<file path="config.mk">
export PLATFORM = sky130hd
export DESIGN_NAME = rcve_core
export DESIGN_NICKNAME = d
export VERILOG_FILES = /design/src/common/rcve_pkg.sv /design/src/logic/rcve_core.sv
export VERILOG_INCLUDE_DIRS = /design/src /design/src/common
export SDC_FILE = /design/constraint.sdc
export NUM_CORES = 1
export LEC_CHECK = 0
export BUFFER_PORTS_ARGS = -buffer_cell sky130_fd_sc_hd__buf_2
export CORE_UTILIZATION = 33
export DETAILED_ROUTE_END_ITERATION = 7
export MAX_ROUTING_LAYER = met4
export SLEW_MARGIN = 25
export SYNTH_ARGS = -nofsm -noshare
export SYNTH_HDL_FRONTEND = slang
export SYNTH_SLANG_ARGS = --single-unit
export TNS_END_PERCENT = 50
</file>
<file path="constraint.sdc">
create_clock -name CLOCK -period 2.32 [get_ports CLOCK]
set_input_delay 0.464 -clock CLOCK [delete_from_list [all_inputs] [get_ports CLOCK]]
set_output_delay 0.464 -clock CLOCK [all_outputs]
set_load 0.03 [all_outputs]
</file>
<file path="src/common/rcve_defines.svh">
// Purpose: Register offsets, field positions, reset values for the reset and voltage event block
// Assumes: Avalon-MM, 32-bit data, byte addresses
// Notes:   Included by bare name
`ifndef RCVE_DEFINES_SVH
`define RCVE_DEFINES_SVH

// ==========================================================
// Register byte offsets
`define RCVE_OFS_CAUSE       8'h00
`define RCVE_OFS_CAUSE_CLR   8'h04
`define RCVE_OFS_SLEEP_CFG   8'h08
`define RCVE_OFS_SLEEP_CTL   8'h0c
`define RCVE_OFS_USB_PLL     8'h10
`define RCVE_OFS_VEV_STAT    8'h14
`define RCVE_OFS_VEV_CFG     8'h18
`define RCVE_OFS_RST_BEHAV   8'h1c
`define RCVE_OFS_STATUS      8'h20

// ==========================================================
// Cause bit positions
`define RCVE_CAUSE_EXT       0
`define RCVE_CAUSE_POR       1
`define RCVE_CAUSE_BOR       2
`define RCVE_CAUSE_WDOG0     3
`define RCVE_CAUSE_SW        4
`define RCVE_CAUSE_WDOG1     5
`define RCVE_CAUSE_HIB       6
`define RCVE_CAUSE_HSR       7

// Voltage event status bits
`define RCVE_VEV_MAIN        0
`define RCVE_VEV_ANALOG      1

// Reset behaviour bits: 1 selects full power-on, 0 system reset
`define RCVE_BEH_WDOG0       0
`define RCVE_BEH_WDOG1       1
`define RCVE_BEH_BOR         2
`define RCVE_BEH_EXT         3

// ==========================================================
// Reset values
`define RCVE_RST_VEV_CFG     4'h0
`define RCVE_RST_BEHAV       4'h0
`define RCVE_RST_SLEEP_CFG   3'h0

`endif

</file>
<file path="src/common/rcve_pkg.sv">
// Purpose: Types for the reset and voltage event block
// Assumes: Nothing
// Notes:   Constants live in rcve_defines.svh
package rcve_pkg;

  // ========================================================
  // Brown-out response encoding
  typedef enum logic [1:0] {
    RCVE_ACT_NONE,
    RCVE_ACT_IRQ,
    RCVE_ACT_NMI,
    RCVE_ACT_RESET
  } rcve_action_t;

  // SRAM sleep power level
  typedef enum logic [1:0] {
    RCVE_SRAM_FULL,
    RCVE_SRAM_STANDBY,
    RCVE_SRAM_LOWEST
  } rcve_sram_t;

  // Sleep power configuration
  typedef struct packed {
    rcve_sram_t sram;
    logic       flash_reduced;
  } rcve_sleep_cfg_t;

  // Reset requests to the power sequencer
  typedef struct packed {
    logic full_por;
    logic sys_rst;
  } rcve_rst_req_t;

endpackage

</file>
<file path="src/logic/rcve_core.sv">
// Purpose: Reset cause record, sleep power control, USB PLL gate, brown-out events
// Assumes: Single 100 MHz clock; brown-out and reset source inputs are asynchronous pins
// Notes:   Cause and voltage-event state sit on the power-on domain only
//
// Contract
// - Cause flags stay set until software clear or power-on reset.
// - Cause read returns OR of all causes since last clear.
// - Eight causes recorded: service, hibernate, wdog1, software, wdog0, brownout, POR, pin.
// - Cause clear drops only masked flags; later reset sets flag again.
// - Sleep halts processor; clock gating keeps only sleep-enabled peripherals running.
// - Flash sleep power is full or reduced.
// - SRAM sleep power is full, standby or lowest.
// - USB PLL off stops the physical layer, registers stay reachable.
// - Falling below threshold on a monitored rail raises a voltage event.
// - Two voltage flags, main and analog rail, read as one word.
// - Voltage flags survive system and software resets, cleared only by software or power-on reset.
// - Voltage clear drops masked flags; writing read value clears all.
// - Analog rail response is none, interrupt, NMI or reset.
// - Main rail response is independently none, interrupt, NMI or reset.
// - Brown-out reset kind comes from the brown-out behaviour entry.
// - Each configurable source picks full power-on or system reset (only the brown-out entry drives RESET_REQ here; the others are just stored).
// - Software reset defaults registers but keeps cause record plus software flag.
//
// The placing of the registers and register access over Avalon-MM are this design's own decisions.
`timescale 1ns/100ps
`include "rcve_defines.svh"

module rcve_core #(
  parameter int ADDR_W = 8
) (
  // Clock and power-on reset
  input  wire logic                   CLOCK,
  input  wire logic                   RESETN,
  // Avalon-MM slave
  input  wire logic [ADDR_W-1:0]      AVS_ADDRESS,
  input  wire logic                   AVS_READ,
  input  wire logic                   AVS_WRITE,
  input  wire logic [31:0]            AVS_WRITEDATA,
  input  wire logic [3:0]             AVS_BYTEENABLE,
  output logic [31:0]                 AVS_READDATA,
  output logic                        AVS_WAITREQUEST,
  // Asynchronous reset sources and rail comparators
  input  wire logic                   SYS_RESET_EVENT,
  input  wire logic [7:0]             CAUSE_EVENT,
  input  wire logic                   MAIN_RAIL_LOW,
  input  wire logic                   ANALOG_RAIL_LOW,
  // Sleep control
  input  wire logic                   WAKE_EVENT,
  output logic                        CPU_HALT,
  output logic                        PERIPH_GATE_SLEEP,
  output rcve_pkg::rcve_sleep_cfg_t   SLEEP_POWER,
  output logic                        SLEEP_ACTIVE,
  // USB PLL
  output logic                        USB_PLL_ON,
  output logic                        USB_PHY_ENABLE,
  // Event outputs
  output logic                        SYSCTL_IRQ,
  output logic                        NMI_REQ,
  output rcve_pkg::rcve_rst_req_t     RESET_REQ
);

  // Offsets reach 0x20, so a narrower address cannot decode the map
  if (ADDR_W < 6) begin : g_addr_check
    $error("ADDR_W too small for the register map");
  end

  // ========================================================
  // Reset release and input synchronisers
  logic [1:0]  rst_sync;
  logic        rst_n;
  logic [11:0] in_meta;
  logic [11:0] in_sync;
  logic [11:0] in_prev;

  always_ff @(posedge CLOCK or negedge RESETN) begin
    if (!RESETN) begin
      rst_sync <= 2'h0;
    end else begin
      rst_sync <= {rst_sync[0], 1'b1};
    end
  end
  assign rst_n = rst_sync[1];

  always_ff @(posedge CLOCK or negedge rst_n) begin
    if (!rst_n) begin
      in_meta <= 12'h000;
      in_sync <= 12'h000;
      in_prev <= 12'h000;
    end else begin
      in_meta <= {WAKE_EVENT, SYS_RESET_EVENT, ANALOG_RAIL_LOW, MAIN_RAIL_LOW, CAUSE_EVENT};
      in_sync <= in_meta;
      in_prev <= in_sync;
    end
  end

  logic [7:0] cause_rise;
  logic [1:0] rail_rise;
  logic       sys_rst;
  logic       wake;
  assign cause_rise = in_sync[7:0] & ~in_prev[7:0];
  assign rail_rise  = in_sync[9:8] & ~in_prev[9:8];
  assign sys_rst    = in_sync[10];
  assign wake       = in_sync[11];

  // ========================================================
  // Bus decode
  logic        wr_en;
  logic [31:0] wdata;
  logic        wait_done;

  function automatic logic hit(input logic [ADDR_W-1:0] a, input logic [7:0] ofs);
    hit = (a == ADDR_W'(ofs));
  endfunction

  // One wait state on each access so read data come from a flip-flop
  always_ff @(posedge CLOCK or negedge rst_n) begin
    if (!rst_n) begin
      wait_done <= 1'b0;
    end else begin
      wait_done <= (AVS_READ || AVS_WRITE) && !wait_done;
    end
  end
  assign AVS_WAITREQUEST = (AVS_READ || AVS_WRITE) && !wait_done;
  assign wr_en = AVS_WRITE && wait_done;

  always_comb begin
    wdata = 32'h0;
    for (int i = 0; i < 4; i++) begin
      wdata[i*8 +: 8] = AVS_BYTEENABLE[i] ? AVS_WRITEDATA[i*8 +: 8] : 8'h00;
    end
  end

  // ========================================================
  // Reset cause record: power-on domain only, survives system resets
  logic [7:0] cause;
  logic [7:0] sw_rst_pulse_cause;
  logic [7:0] bor_cause;
  logic       sw_rst_pulse;
  logic       cause_clr_hit;
  assign cause_clr_hit = wr_en && hit(AVS_ADDRESS, `RCVE_OFS_CAUSE_CLR);

  always_ff @(posedge CLOCK or negedge rst_n) begin
    if (!rst_n) begin
      cause <= 8'h02;
    end else begin
      // Set wins over a clear in the same cycle
      cause <= (cause & ~(cause_clr_hit ? wdata[7:0] : 8'h00))
               | cause_rise | sw_rst_pulse_cause | bor_cause;
    end
  end

  // ========================================================
  // Voltage events: sticky, cleared only by software or power-on reset
  logic [1:0] vev;
  logic       vev_clr_hit;
  assign vev_clr_hit = wr_en && hit(AVS_ADDRESS, `RCVE_OFS_VEV_STAT);

  always_ff @(posedge CLOCK or negedge rst_n) begin
    if (!rst_n) begin
      vev <= 2'h0;
    end else begin
      vev <= (vev & ~(vev_clr_hit ? wdata[1:0] : 2'h0)) | rail_rise;
    end
  end

  // ========================================================
  // Configuration registers: return to defaults on any system reset
  rcve_pkg::rcve_action_t    act_main;
  rcve_pkg::rcve_action_t    act_analog;
  logic [3:0]                behav;
  rcve_pkg::rcve_sleep_cfg_t sleep_cfg;
  logic                      clk_gating;
  logic                      usb_pll;
  logic                      cfg_rst;
  assign cfg_rst = sys_rst || sw_rst_pulse;

  always_ff @(posedge CLOCK or negedge rst_n) begin
    if (!rst_n) begin
      act_main   <= rcve_pkg::RCVE_ACT_NONE;
      act_analog <= rcve_pkg::RCVE_ACT_NONE;
      behav      <= `RCVE_RST_BEHAV;
      sleep_cfg  <= rcve_pkg::rcve_sleep_cfg_t'(`RCVE_RST_SLEEP_CFG);
      clk_gating <= 1'b0;
      usb_pll    <= 1'b0;
    end else if (cfg_rst) begin
      act_main   <= rcve_pkg::RCVE_ACT_NONE;
      act_analog <= rcve_pkg::RCVE_ACT_NONE;
      behav      <= `RCVE_RST_BEHAV;
      sleep_cfg  <= rcve_pkg::rcve_sleep_cfg_t'(`RCVE_RST_SLEEP_CFG);
      clk_gating <= 1'b0;
      usb_pll    <= 1'b0;
    end else if (wr_en) begin
      if (hit(AVS_ADDRESS, `RCVE_OFS_VEV_CFG)) begin
        act_main   <= rcve_pkg::rcve_action_t'(wdata[1:0]);
        act_analog <= rcve_pkg::rcve_action_t'(wdata[3:2]);
      end
      if (hit(AVS_ADDRESS, `RCVE_OFS_RST_BEHAV)) begin
        behav <= wdata[3:0];
      end
      if (hit(AVS_ADDRESS, `RCVE_OFS_SLEEP_CFG)) begin
        sleep_cfg.flash_reduced <= wdata[0];
        // The unused fourth code falls back to the lowest level
        sleep_cfg.sram <= (wdata[2:1] == 2'h3) ? rcve_pkg::RCVE_SRAM_LOWEST
                          : rcve_pkg::rcve_sram_t'(wdata[2:1]);
        clk_gating <= wdata[3];
      end
      if (hit(AVS_ADDRESS, `RCVE_OFS_USB_PLL)) begin
        usb_pll <= wdata[0];
      end
    end
  end

  // ========================================================
  // Software reset request and sleep entry
  logic sleeping;

  always_ff @(posedge CLOCK or negedge rst_n) begin
    if (!rst_n) begin
      sw_rst_pulse <= 1'b0;
    end else begin
      sw_rst_pulse <= wr_en && hit(AVS_ADDRESS, `RCVE_OFS_SLEEP_CTL) && wdata[1];
    end
  end
  assign sw_rst_pulse_cause = {3'h0, sw_rst_pulse, 4'h0};

  always_ff @(posedge CLOCK or negedge rst_n) begin
    if (!rst_n) begin
      sleeping <= 1'b0;
    end else if (wake || cfg_rst) begin
      sleeping <= 1'b0;
    end else if (wr_en && hit(AVS_ADDRESS, `RCVE_OFS_SLEEP_CTL) && wdata[0]) begin
      sleeping <= 1'b1;
    end
  end

  assign CPU_HALT          = sleeping;
  assign PERIPH_GATE_SLEEP = sleeping && clk_gating;
  assign SLEEP_ACTIVE      = sleeping;
  assign SLEEP_POWER       = sleeping ? sleep_cfg
                             : rcve_pkg::rcve_sleep_cfg_t'(`RCVE_RST_SLEEP_CFG);
  assign USB_PLL_ON        = usb_pll;
  assign USB_PHY_ENABLE    = usb_pll;

  // ========================================================
  // Brown-out responses
  logic [1:0] rst_hit;
  logic       nmi_q;
  assign rst_hit = {rail_rise[1] && act_analog == rcve_pkg::RCVE_ACT_RESET,
                    rail_rise[0] && act_main == rcve_pkg::RCVE_ACT_RESET};
  assign bor_cause = {5'h00, |rst_hit, 2'h0};

  always_ff @(posedge CLOCK or negedge rst_n) begin
    if (!rst_n) begin
      RESET_REQ <= rcve_pkg::rcve_rst_req_t'(2'h0);
      nmi_q     <= 1'b0;
    end else begin
      RESET_REQ.full_por <= (|rst_hit) && behav[`RCVE_BEH_BOR];
      RESET_REQ.sys_rst  <= (|rst_hit) && !behav[`RCVE_BEH_BOR];
      nmi_q <= (rail_rise[0] && act_main == rcve_pkg::RCVE_ACT_NMI)
            || (rail_rise[1] && act_analog == rcve_pkg::RCVE_ACT_NMI);
    end
  end
  assign NMI_REQ = nmi_q;

  assign SYSCTL_IRQ = (vev[0] && act_main == rcve_pkg::RCVE_ACT_IRQ)
                   || (vev[1] && act_analog == rcve_pkg::RCVE_ACT_IRQ);

  // ========================================================
  // Read data
  always_ff @(posedge CLOCK or negedge rst_n) begin
    if (!rst_n) begin
      AVS_READDATA <= 32'h0;
    end else if (AVS_READ && !wait_done) begin
      AVS_READDATA <= 32'h0;
      if (hit(AVS_ADDRESS, `RCVE_OFS_CAUSE))     AVS_READDATA <= {24'h0, cause};
      if (hit(AVS_ADDRESS, `RCVE_OFS_SLEEP_CFG)) AVS_READDATA <= {28'h0, clk_gating, sleep_cfg};
      if (hit(AVS_ADDRESS, `RCVE_OFS_USB_PLL))   AVS_READDATA <= {31'h0, usb_pll};
      if (hit(AVS_ADDRESS, `RCVE_OFS_VEV_STAT))  AVS_READDATA <= {30'h0, vev};
      if (hit(AVS_ADDRESS, `RCVE_OFS_VEV_CFG))   AVS_READDATA <= {28'h0, act_analog, act_main};
      if (hit(AVS_ADDRESS, `RCVE_OFS_RST_BEHAV)) AVS_READDATA <= {28'h0, behav};
      if (hit(AVS_ADDRESS, `RCVE_OFS_STATUS))    AVS_READDATA <= {30'h0, SYSCTL_IRQ, sleeping};
    end
  end

  // ========================================================
  // Checks
  property p_cause_sticky;
    @(posedge CLOCK) disable iff (!rst_n)
      !cause_clr_hit |=> ((cause & $past(cause)) == $past(cause));
  endproperty
  a_cause_sticky: assert property (p_cause_sticky) else $error("cause flag lost");

  property p_vev_set;
    @(posedge CLOCK) disable iff (!rst_n)
      rail_rise[0] |=> vev[0];
  endproperty
  a_vev_set: assert property (p_vev_set) else $error("main rail event not recorded");

  property p_vev_keep;
    @(posedge CLOCK) disable iff (!rst_n)
      (vev[1] && !vev_clr_hit) |=> vev[1];
  endproperty
  a_vev_keep: assert property (p_vev_keep) else $error("analog flag lost");

  property p_vev_clr;
    @(posedge CLOCK) disable iff (!rst_n)
      (vev_clr_hit && wdata[1:0] == 2'h3 && rail_rise == 2'h0) |=> vev == 2'h0;
  endproperty
  a_vev_clr: assert property (p_vev_clr) else $error("masked clear failed");

  property p_irq;
    @(posedge CLOCK) disable iff (!rst_n)
      (vev[1] && act_analog == rcve_pkg::RCVE_ACT_IRQ) |-> SYSCTL_IRQ;
  endproperty
  a_irq: assert property (p_irq) else $error("interrupt missing");

  property p_bor_kind;
    @(posedge CLOCK) disable iff (!rst_n)
      (|rst_hit) |=> (RESET_REQ.full_por == $past(behav[`RCVE_BEH_BOR])) && cause[2];
  endproperty
  a_bor_kind: assert property (p_bor_kind) else $error("wrong brown-out reset kind");

  property p_sw_cause;
    @(posedge CLOCK) disable iff (!rst_n)
      sw_rst_pulse |=> cause[`RCVE_CAUSE_SW] && usb_pll == 1'b0;
  endproperty
  a_sw_cause: assert property (p_sw_cause) else $error("software reset handling");

  property p_phy;
    @(posedge CLOCK) disable iff (!rst_n)
      !USB_PLL_ON |-> !USB_PHY_ENABLE;
  endproperty
  a_phy: assert property (p_phy) else $error("phy on without pll");

  property p_nmi;
    @(posedge CLOCK) disable iff (!rst_n)
      (rail_rise[1] && act_analog == rcve_pkg::RCVE_ACT_NMI) |=> NMI_REQ;
  endproperty
  a_nmi: assert property (p_nmi) else $error("analog rail NMI missing");

  property p_main_reset;
    @(posedge CLOCK) disable iff (!rst_n)
      (rail_rise[0] && act_main == rcve_pkg::RCVE_ACT_RESET)
      |=> (RESET_REQ.full_por ^ RESET_REQ.sys_rst);
  endproperty
  a_main_reset: assert property (p_main_reset) else $error("main rail reset missing");

  property p_halt;
    @(posedge CLOCK) disable iff (!rst_n)
      (wr_en && hit(AVS_ADDRESS, `RCVE_OFS_SLEEP_CTL) && wdata[0] && !wake && !cfg_rst)
      |=> CPU_HALT;
  endproperty
  a_halt: assert property (p_halt) else $error("sleep entry did not halt");

endmodule

</file>
Word-level counts from Yosys, hierarchy flattened. Cells that the tools add are included.

Input bits: 60. Register bits: 97.

Muxes and demuxes: 32. Equality and inequality tests: 15. Reduce and logical (&&, ||, !) cells: 36. Bitwise gates (word level): 12.

Operators by type and width (count): $mux 32 (2); $mux 8 (7); $eq 8x5->1 const B (4); $logic_and 1x1->1 (17); $and 8x8->8 (2); $eq 8x4->1 const B (2); $mux 2 (8); $not 8->8 (2); $mux 3 (4); $mux 4 (3); $reduce_bool 2->1 (6); $eq 2x2->1 const B (5); $eq 8x3->1 const B (1); $eq 8x6->1 const B (1); $logic_not 8->1 (1); $mux 1 (8); $or 8x3->8 (1); $or 8x5->8 (1); $or 8x8->8 (1); $reduce_and 2->1 (4); $logic_or 1x1->1 (5); $and 2x2->2 (2); $eq 2x1->1 const B (2); $not 2->2 (2); 3 further kinds (4).

Logic depth before layout (Yosys ltp). Gate-level depths: netlist of the first run.

Depth in word-level cells: 8. Depth in mapped cells: 5. Depth with buffers taken out: 4.

Least setup slack after synthesis of the first run. OpenSTA, ideal clock, no wires.

Kind: input -> register. Start: input AVS_ADDRESS[1]. End: register AVS_READDATA[1]. Data required time: 2.234 ns. Cell stages on the path: 4. Path slack: 0.427 ns. Data arrival time: 1.806 ns. Cells stage by stage: or4_4 > or4_4 > nand2b_4 > o221ai_2.

Word-level cells in the longest chain between the ends: 8.

RTL lines: from (decl) (line rcve_core.sv:35) `input wire logic [ADDR_W-1:0] AVS_ADDRESS,`; $logic_not 8->1 (line rcve_core.sv:112) `hit = (a == ADDR_W'(ofs));`; $mux 8 (line rcve_core.sv:275) `` if (hit(AVS_ADDRESS, `RCVE_OFS_CAUSE)) AVS_READDATA <= {24'h0, cause}; ``; $mux 8 (line rcve_core.sv:276) `` if (hit(AVS_ADDRESS, `RCVE_OFS_SLEEP_CFG)) AVS_READDATA <= {28'h0, clk_gating, sleep_cfg}; ``; $mux 8 (line rcve_core.sv:277) `` if (hit(AVS_ADDRESS, `RCVE_OFS_USB_PLL)) AVS_READDATA <= {31'h0, usb_pll}; ``; $mux 8 (line rcve_core.sv:278) `` if (hit(AVS_ADDRESS, `RCVE_OFS_VEV_STAT)) AVS_READDATA <= {30'h0, vev}; ``; $mux 8 (line rcve_core.sv:279) `` if (hit(AVS_ADDRESS, `RCVE_OFS_VEV_CFG)) AVS_READDATA <= {28'h0, act_analog, act_main}; ``; $mux 32 (line rcve_core.sv:280) `` if (hit(AVS_ADDRESS, `RCVE_OFS_RST_BEHAV)) AVS_READDATA <= {28'h0, behav}; ``; $mux 32 * (line rcve_core.sv:281) `` if (hit(AVS_ADDRESS, `RCVE_OFS_STATUS)) AVS_READDATA <= {30'h0, SYSCTL_IRQ, sleeping}; ``; to (signal assigned) (line rcve_core.sv:278); to (signal assigned) (line rcve_core.sv:279); to (signal assigned) (line rcve_core.sv:280); to (decl) (line rcve_core.sv:40) `output logic [31:0] AVS_READDATA,`.

Every way passes the cells marked *; elsewhere a longest branch is shown, timed or not. A chain may end at the register's enable or synchronous reset.

Worst setup path in the final report of the first run.
Start: register act_analog[0]. End: output SYSCTL_IRQ.

Word-level cells in the longest chain between the ends: 3.

RTL lines: from (decl) (line rcve_core.sv:169) `rcve_pkg::rcve_action_t act_analog;`; from (signal assigned) (line rcve_core.sv:180) `act_analog <= rcve_pkg::RCVE_ACT_NONE;`; from (signal assigned) (line rcve_core.sv:187) `act_analog <= rcve_pkg::RCVE_ACT_NONE;`; from (signal assigned) (line rcve_core.sv:195) `act_analog <= rcve_pkg::rcve_action_t'(wdata[3:2]);`; $eq 2x1->1 (line rcve_core.sv:266) `|| (vev[1] && act_analog == rcve_pkg::RCVE_ACT_IRQ);`; $logic_and 1x1->1 (line rcve_core.sv:266); $logic_or 1x1->1 (line rcve_core.sv:266); to (decl) (line rcve_core.sv:57) `output logic SYSCTL_IRQ,`.

No other way between the ends.

==> impl_metrics.tcl, run 1 <==
set metrics [dict create \
    drc_errors 5 \
    wirelength_um 6120 \
    instances_no_fill 431 \
    max_freq_mhz 483 \
    finalPower_uw 2540 \
    yosysWarnings 0 \
    crit_start "act_analog[0]$_DFFE_PN0P_" \
    antenna_cells 0 \
    cts_resized 0 \
    cp.required_ns 1.86 \
    seq_area_mm2 0.00183 \
    overflow 0 \
    vias_per_cell 4.66 \
    synth_edf_count 0 \
    fin_skew_ns 0.00877 \
    synth_ff_type "dfrtp_1" \
    slew_headroom_pct 60.5 \
    io_buffers 53 \
    maxCapViolCount 0 \
    hpwlAfterDp_um 4490 \
    netlist_area_mm2 0.00304 \
    critPathArrivalTime_ns 1.61 \
    seq_area_frac_synth_pct 60.1 \
    nets 378 \
    numCtsBuffers 9 \
    cp_max_fo 5 \
    cts_root_buf "clkbuf_8" \
    htreeDepth 3 \
    grt-busiest-layer "met2" \
    use_met1_pct 18.5 \
    chipHeight_um 98.0 \
    rsz0062_at_grt "false" \
    start_util_pct 34.6 \
    holdCritPathClass "input pin to flip-flop" \
    avgSynthCellArea_um2 11.8 \
    die_x_um 98.0 \
    finalHoldViolations 0 \
    areaGrowthSynthToFinish_pct 17.5 \
    period_share_pct 89.2 \
    violations "DRC" \
    status "complete, but fails checks" \
    met3_usage_pct 3.72 \
    ant_nets 0 \
    pin_count 105 \
    period_needed_ns 2.07 \
    ir_drop_mv 0.383 \
    clk_pin_slew_ns 0.08 \
    place_ws_ns 0.238 \
    endpoint_kind "output pin" \
    drive_gt1_share_pct 28.2 \
    powerDensity_mw_per_mm2 712 \
    ys_ff_latch 73 \
    tritoncts "built" \
    globalRouteTotalUtil_pct 14.1 \
    clock_latency_ns 0.35 \
    ys_async_sr_fraction_pct 100 \
    fin_setup_tns_ns 0 \
    setup_violations 0 \
    avgRoutedWirePerCell_um 14.2 \
    grt_pass1_vias 1955 \
    grt_max_degree 47 \
    dp.cells 414 \
    netlist_instances 257 \
    firstDrtPassIters 7 \
    maxSlewViolCount 0 \
    core_mm2 0.00881 \
    holdBufCountCts 1 \
    fill_cells 849 \
    clock_sinks 73 \
    cp-start-kind "flip-flop" \
    multiInputGateArea_mm2 0.00104 \
    path_class "flip-flop to output pin" \
    core.rowCount 34 \
    grt_pass1_wl_um 9860 \
    min_from "CAUSE_EVENT[1]" \
    num_vias 2010 \
    ys_types 43 \
    cts_buffer_depth 2 \
    r2r_start "wait_done$_DFF_PN0_" \
    dieArea_mm2 0.00961 \
    cellLeakagePower_uw 0.00168 \
    antenna_found_initial 0 \
    place.gp.congestion 0.839 \
    cts_setup_buffers 0 \
    dr.first_iter.drc_count 108 \
    met2_usage_pct 20.0 \
    worst_slack_ns 0.251 \
    fin_util_pct 40.6 \
    worstMarginPinSlew_ns 0.593 \
]
-- final cells by class --
| cell class | count | area share, % |
|---|---|---|
| tap | 108 | 3.78 |
| clock inverter | 4 | 1.44 |
| sequential | 73 | 51.2 |
| inverter | 11 | 1.16 |
| timing repair buffer | 58 | 8.89 |
| multi-input combinational | 165 | 29.2 |
| clock buffer | 12 | 4.34 |
-- flip-flops by register name, indices dropped and copies added (netlist names), 3 cells and up --
signal and count:
in_meta 12, in_sync 12, sleep_cfg 3, cause 8, behav 4, AVS_READDATA 8
in_prev 10
-- through the flow --
stage	instance area (um2)	hold slack, ns
after global routing	3570	0.193
after global placement	3360	0.251
final	3570	0.210
after detailed placement	3360	0.251
after floorplan	3130	0.168
after CTS	3570	0.190
-- path summary, 6_finish.rpt --
kind / slack, ns / end / cells after the start
max: 0.25 / SYSCTL_IRQ / 3
min: 0.21 / in_meta[1]$_DFF_PN0_ / 1
max reg2reg: 0.85 / AVS_READDATA[5]$_DFFE_PN0P_ / 4
min reg2reg: 0.28 / in_sync[6]$_DFF_PN0_ / 0
max in group asynchronous: 1.36 / cause[1]$_DFF_PN1_ / 1
min in group asynchronous: 0.28 / in_sync[6]$_DFF_PN0_ / 0
-- layer usage --
layer / share of wire, % / vias to the layer above
met3: 6.0 / 6
met2: 45 / 76
met4: 1.0 / 0
met5: 0 / -
li1: - / 957
met1: 48 / 971
-- cell usage in the layout, fill, tap and decap left out, types with 5 or more instances in the layout --
cell type / synthesis / routed
dfrtp_1: 72 / 71
buf_2: 1 / 53
conb_1: 2 / 25
nor2_1: 24 / 24
nand2_1: 17 / 17
mux2i_1: 14 / 14
o21ai_0: 12 / 12
inv_1: 11 / 11
clkbuf_8: 0 / 11
and2_1: 10 / 10
a22o_1: 7 / 7
nor3_1: 5 / 5
-- Yosys cell counts, types with 3 or more instances --
cell type  instances  share of area (%)
nand2b_1           3               0.62
nand2_1           17                2.1
or2_2              3               0.62
buf_4             26                6.4
mux2_2             3                1.1
mux2i_1           14                4.6
clkbuf_1           4               0.49
and2_1            10                2.1
a32oi_1            3               0.86
nand3b_1           3               0.74
nor3_1             5               0.82
dfrtp_1           72                 59
nor3_4             3                1.6
nand3_1            3               0.49
o31ai_1            3               0.74
inv_1             11                1.4
o21ai_0           12                2.0
nor2_1            24                3.0
a22o_1             7                2.0
-- worst max-delay path: stages (launching register included) --
cell and delay, ns:
dfrtp_1 0.41, nand2_1 0.06, o21ai_0 0.47, buf_2 0.31
-- power breakdown --
group | internal (uW) | switching (uW)
clock | 556 | 469
sequential | 1310 | 21.4
combinational | 53.5 | 139
-- kinds of logic (layout without fill, tap and decap cells) --
kind of cell           after synthesis  in the layout  share of synthesized area (%)
and+or+nand+nor                     87             87                           17.0
AOI/OAI and AO/OA                   36             36                           8.51
DFF                                 73             73                           60.1
buffers and inverters               42             85                           8.43
muxes                               17             17                           5.72
other                                2             25                          0.247
No activity file was read; power rests on OpenSTA's default activity.
==> inputs of run 2 (changes only) <==
--- a/config.mk
+++ b/config.mk
@@ -7,6 +7,7 @@
 export NUM_CORES = 1
 export LEC_CHECK = 0
 export BUFFER_PORTS_ARGS = -buffer_cell sky130_fd_sc_hd__buf_2
+export CORE_MARGIN = 4
 export CORE_UTILIZATION = 33
 export DETAILED_ROUTE_END_ITERATION = 7
 export MAX_ROUTING_LAYER = met4
==> impl_metrics.tcl, run 2 (same netlist as run 1, synthesis figures left out) <==
set metrics [dict create \
    status "completed" \
    htreeDepth 3 \
    max_freq_mhz 509 \
    powerDensity_mw_per_mm2 737 \
    start_util_pct 34.4 \
    grt_pass1_wl_um 10400 \
    chipHeight_um 104 \
    fin_setup_tns_ns 0 \
    critPathArrivalTime_ns 1.50 \
    cts_resized 0 \
    firstDrtPassIters 4 \
    final_cell_mix "dfrtp_1, buf_2, conb_1" \
    slew_headroom_pct 63.5 \
    worstMarginPinSlew_ns 0.543 \
    areaGrowthSynthToFinish_pct 18.3 \
    cts_buffer_depth 2 \
    overflow 0 \
    drc_errors 0 \
    instances_no_fill 431 \
    endpoint_kind "output pin" \
    holdCritPathClass "input pin to flip-flop" \
    dp.cells 414 \
    setup_violations 0 \
    antenna_cells 0 \
    critPathSlowestCell "dfrtp_1" \
    path_class "flip-flop to output pin" \
    rsz0062_at_grt "false" \
    clock_sinks 73 \
    maxSlewViolCount 0 \
    clock_latency_ns 0.34 \
    numCtsBuffers 9 \
    dieArea_mm2 0.0108 \
    io_buffers 53 \
    antenna_found_initial 0 \
    final_common_cell "dfrtp_1" \
    dpl-instance-area_mm2 0.00336 \
    vias_per_cell 4.61 \
    path_cells "nand2_1 -> o21ai_0 -> buf_2" \
    place.gp.congestion 0.786 \
    wirelength_um 6280 \
    max_stage_delay_ns 0.42 \
    pin_count 105 \
    globalRouteTotalUtil_pct 12.7 \
    final_cell_area_mm2 0.00360 \
    cts_root_buf "clkbuf_8" \
    cp_max_fo 5 \
    num_vias 1985 \
    period_share_pct 84.7 \
    finalHoldViolations 0 \
    ant_nets 0 \
    top_regs "in_meta x12, in_sync x12, in_prev x10" \
    tritoncts "built" \
    maxCapViolCount 0 \
    cellLeakagePower_uw 0.00170 \
    dr.first_iter.drc_count 98 \
    core_mm2 0.00885 \
    period_needed_ns 1.96 \
    clk_pin_slew_ns 0.08 \
    core.rowCount 34 \
    grt_max_degree 72 \
    hpwlAfterDp_um 4570 \
    fin_skew_ns 0.00638 \
    cp-start-kind "flip-flop" \
    fill_cells 852 \
    nets 378 \
    die_x_um 104 \
    cp.required_ns 1.86 \
    grt_pass1_vias 2010 \
    drive_gt1_share_pct 27.9 \
    ir_drop_mv 0.348 \
    avgRoutedWirePerCell_um 14.6 \
]
==> run 2: cell count changes in the layout (fill, tap and decap cells not counted), sizes merged <==
cell,change
bufinv,+1
clkinvlp,-1
clkinv,-2
clkbuf,+2
==> run 2: per-layer routing <==
metal / wire length (um) / track usage (%)
met5: 0 / -
met4: 95 / 5.22
met3: 379 / 3.72
met2: 2880 / 17.9
met1: 2930 / 17.0
==> run 2: worst paths after layout <==
| kind | start | endpoint | slack, ns | cells past startpoint |
|---|---|---|---|---|
| max | act_analog[0]$_DFFE_PN0P_ | SYSCTL_IRQ | 0.36 | 3 |
| min | ANALOG_RAIL_LOW | in_meta[9]$_DFF_PN0_ | 0.22 | 1 |
| max reg2reg | wait_done$_DFF_PN0_ | sleep_cfg[2]$_DFFE_PN0P_ | 0.87 | 4 |
| min reg2reg | rst_sync[1]$_DFF_PN0_ | in_meta[6]$_DFF_PN0_ | 0.27 | 1 |
| max in group asynchronous | rst_sync[1]$_DFF_PN0_ | cause[1]$_DFF_PN1_ | 1.72 | 1 |
| min in group asynchronous | rst_sync[1]$_DFF_PN0_ | in_meta[6]$_DFF_PN0_ | 0.27 | 1 |
==> run 2: through the flow <==
step           utilization, %  hold WS (ns)  setup slack, ns  power (uW)
3_5_place_dp             38.0         0.251            0.213        1550
6_report                 40.7         0.224            0.356        2650
5_1_grt                  40.7         0.198            0.247        2780
4_1_cts                  40.7         0.208            0.334        2700
3_3_place_gp             38.0         0.249            0.241        1540
2_1_floorplan               -         0.168            0.138        1500
==> run 2: repair_timing <==
action,4_1_cts,5_1_grt
hold buffers,1,0
buffers inserted,0,0
endpoints found under the hold margin,2,0
==> run 2: cell type report <==
class / count / area [um2] / area share (%)
sequential: 73 / 1830 / 50.8
tap: 108 / 135 / 3.75
inverter: 11 / 41.3 / 1.15
clock buffer: 14 / 173 / 4.80
clock inverter: 2 / 60.1 / 1.67
timing repair buffer: 58 / 318 / 8.83
multi-input combinational: 165 / 1040 / 29.0
==> run 2: critical path: cells and delay by family (launching register included) <==
family / cells / cell delay, ns
buffers and inverters: 1 / 0.30
AO/OA/AOI/OAI: 1 / 0.39
AND/OR/NAND/NOR: 1 / 0.06
flip-flops: 1 / 0.42
==> run 2: power breakdown <==
part | leakage, uW | switching [uW] | internal [uW]
clock | 0.000117 | 436 | 695
combinational | 0.000698 | 148 | 53.6
sequential | 0.000883 | 13.5 | 1310
total | 0.00170 | 598 | 2060
==> inputs of run 3 (changes only) <==
==> constraint.sdc (replaced) <==
create_clock -name CLOCK -period 1.9 [get_ports CLOCK]
set_input_delay 0.38 -clock CLOCK [delete_from_list [all_inputs] [get_ports CLOCK]]
set_output_delay 0.38 -clock CLOCK [all_outputs]
set_load 0.03 [all_outputs]
==> impl_metrics.tcl, run 3 (same netlist as run 1, synthesis figures left out) <==
set metrics [dict create \
    comb_power_share_pct 8.7 \
    grt_pass1_wl_um 10600 \
    clock_sinks 73 \
    ant_nets 0 \
    status "completed" \
    overflow 0 \
    pin_count 105 \
    fill_cells 856 \
    nets 389 \
    p_int_uw 2180 \
    die_x_um 104 \
    final_common_cell "dfrtp_1" \
    firstDrtPassIters 4 \
    areaGrowthSynthToFinish_pct 19.1 \
    critPathTopFamily "flip-flops" \
    globalRouteTotalUtil_pct 12.7 \
    avgRoutedWirePerCell_um 14.4 \
    powerDensity_mw_per_mm2 809 \
    antenna_found_initial 0 \
    holdCritPathClass "input pin to flip-flop" \
    maxCapViolCount 0 \
    dieArea_mm2 0.0108 \
    hold_ws_ns 0.138 \
    tritoncts "built" \
    drc_errors 0 \
    fin_util_pct 41.0 \
    place.gp.congestion 0.765 \
    finalHoldViolations 0 \
    endpoint_kind "output pin" \
    maxSlewViolCount 0 \
    core_mm2 0.00885 \
    path_cells "nand3b_1 -> o21ai_1 -> buf_2" \
    vias_per_cell 4.47 \
    critPathArrivalTime_ns 1.40 \
    critPathSlowestCell "dfrtp_1" \
    grt_pass1_vias 2039 \
    seqPwrFrac_pct 55.0 \
    hpwlAfterDp_um 4730 \
    fin_skew_ns 0.00759 \
    chipHeight_um 104 \
    dr.first_iter.drc_count 78 \
    cts_buffer_depth 2 \
    instances_no_fill 442 \
    dp.cells 425 \
    seq_area_mm2 0.00183 \
    dpl-instance-area_mm2 0.00344 \
    cp_max_fo 4 \
    clkPwrFrac_pct 36.3 \
    wirelength_um 6350 \
    cts_root_buf "clkbuf_8" \
    grt_max_degree 72 \
    period_needed_ns 1.78 \
    cp_num_buf_inv 1 \
    rsz0062_at_grt "false" \
    core.rowCount 34 \
    p_sw_share_pct 25.8 \
    fin_setup_tns_ns 0 \
    multiInputGateArea_mm2 0.00104 \
    io_buffers 53 \
    num_vias 1977 \
    setup_violations 0 \
    numCtsBuffers 9 \
    cp.required_ns 1.52 \
    clk_pin_slew_ns 0.08 \
    max_stage_delay_ns 0.42 \
    ir_drop_mv 0.388 \
    period_share_pct 93.5 \
    net-switching-power_uw 757 \
    path_class "flip-flop to output pin" \
    top_regs "in_meta x12, in_sync x12, in_prev x10" \
    final_cell_area_mm2 0.00362 \
    drive_gt1_share_pct 30.5 \
    cp-start-kind "flip-flop" \
    cellLeakagePower_uw 0.00172 \
    clock_latency_ns 0.34 \
    antenna_cells 0 \
    max_freq_mhz 563 \
    start_util_pct 34.4 \
    htreeDepth 3 \
    final_cell_mix "dfrtp_1, buf_2, conb_1" \
]
## run 3: cell types whose count changed in the layout (fill, tap and decap cells not counted)
cell	change
buf_4	+11
bufinv_16	-2
clkbuf_1	-1
clkbuf_8	-2
clkinv_2	+3
clkinv_4	+1
clkinvlp_4	+1
o21ai_0	-1
o21ai_1	+1
## run 3: layout make-up
class,instances,area share [%]
Sequential cell,73,50.5
Multi-Input combinational cell,165,28.8
Timing Repair Buffer,69,11.0
Clock buffer,11,3.90
Tap cell,108,3.73
Inverter,11,1.14
Clock inverter,5,0.863
## run 3: timing repair
item	4_1_cts	5_1_grt
endpoints found under the setup margin	1	0
hold buffers	1	0
resized for setup	1	0
buffers inserted	0	0
hold endpoints to repair	2	0
## run 3: power groups by stage
stage          sequential, uW  combinational [uW]  clock [uW]
4_1_cts                  1610                 258        1120
3_5_place_dp             1640                 256           0
6_report                 1610                 256        1060
5_1_grt                  1620                 284        1180
2_1_floorplan            1660                 174           0
3_3_place_gp             1640                 253           0
## run 3: worst paths after layout
kind	start	to	slack (ns)	cells past startpoint
max in group asynchronous	rst_sync[1]$_DFF_PN0_	cause[1]$_DFF_PN1_	1.28	1
max reg2reg	wait_done$_DFF_PN0_	sleep_cfg[1]$_DFFE_PN0P_	0.44	4
max	act_main[1]$_DFFE_PN0P_	SYSCTL_IRQ	0.12	3
min reg2reg	rst_sync[1]$_DFF_PN0_	AVS_READDATA[7]$_DFFE_PN0P_	0.29	1
min in group asynchronous	rst_sync[1]$_DFF_PN0_	AVS_READDATA[7]$_DFFE_PN0P_	0.29	1
min	CAUSE_EVENT[2]	in_meta[2]$_DFF_PN0_	0.14	1
## run 3: through the flow
stage | setup WS (ns) | power (uW)
2_1_floorplan | 0.0914 | 1840
3_3_place_gp | -0.0742 | 1890
3_5_place_dp | -0.100 | 1900
4_1_cts | 0.0944 | 2990
5_1_grt | 0.0353 | 3080
6_report | 0.123 | 2930
## run 3: per-layer routing
layer	global-route usage, %	up-vias	wire [um]
met3	2.86	5	284
met1	17.2	936	3060
li1	-	982	-
met4	5.41	0	72
met5	-	-	0
met2	18.4	54	2930
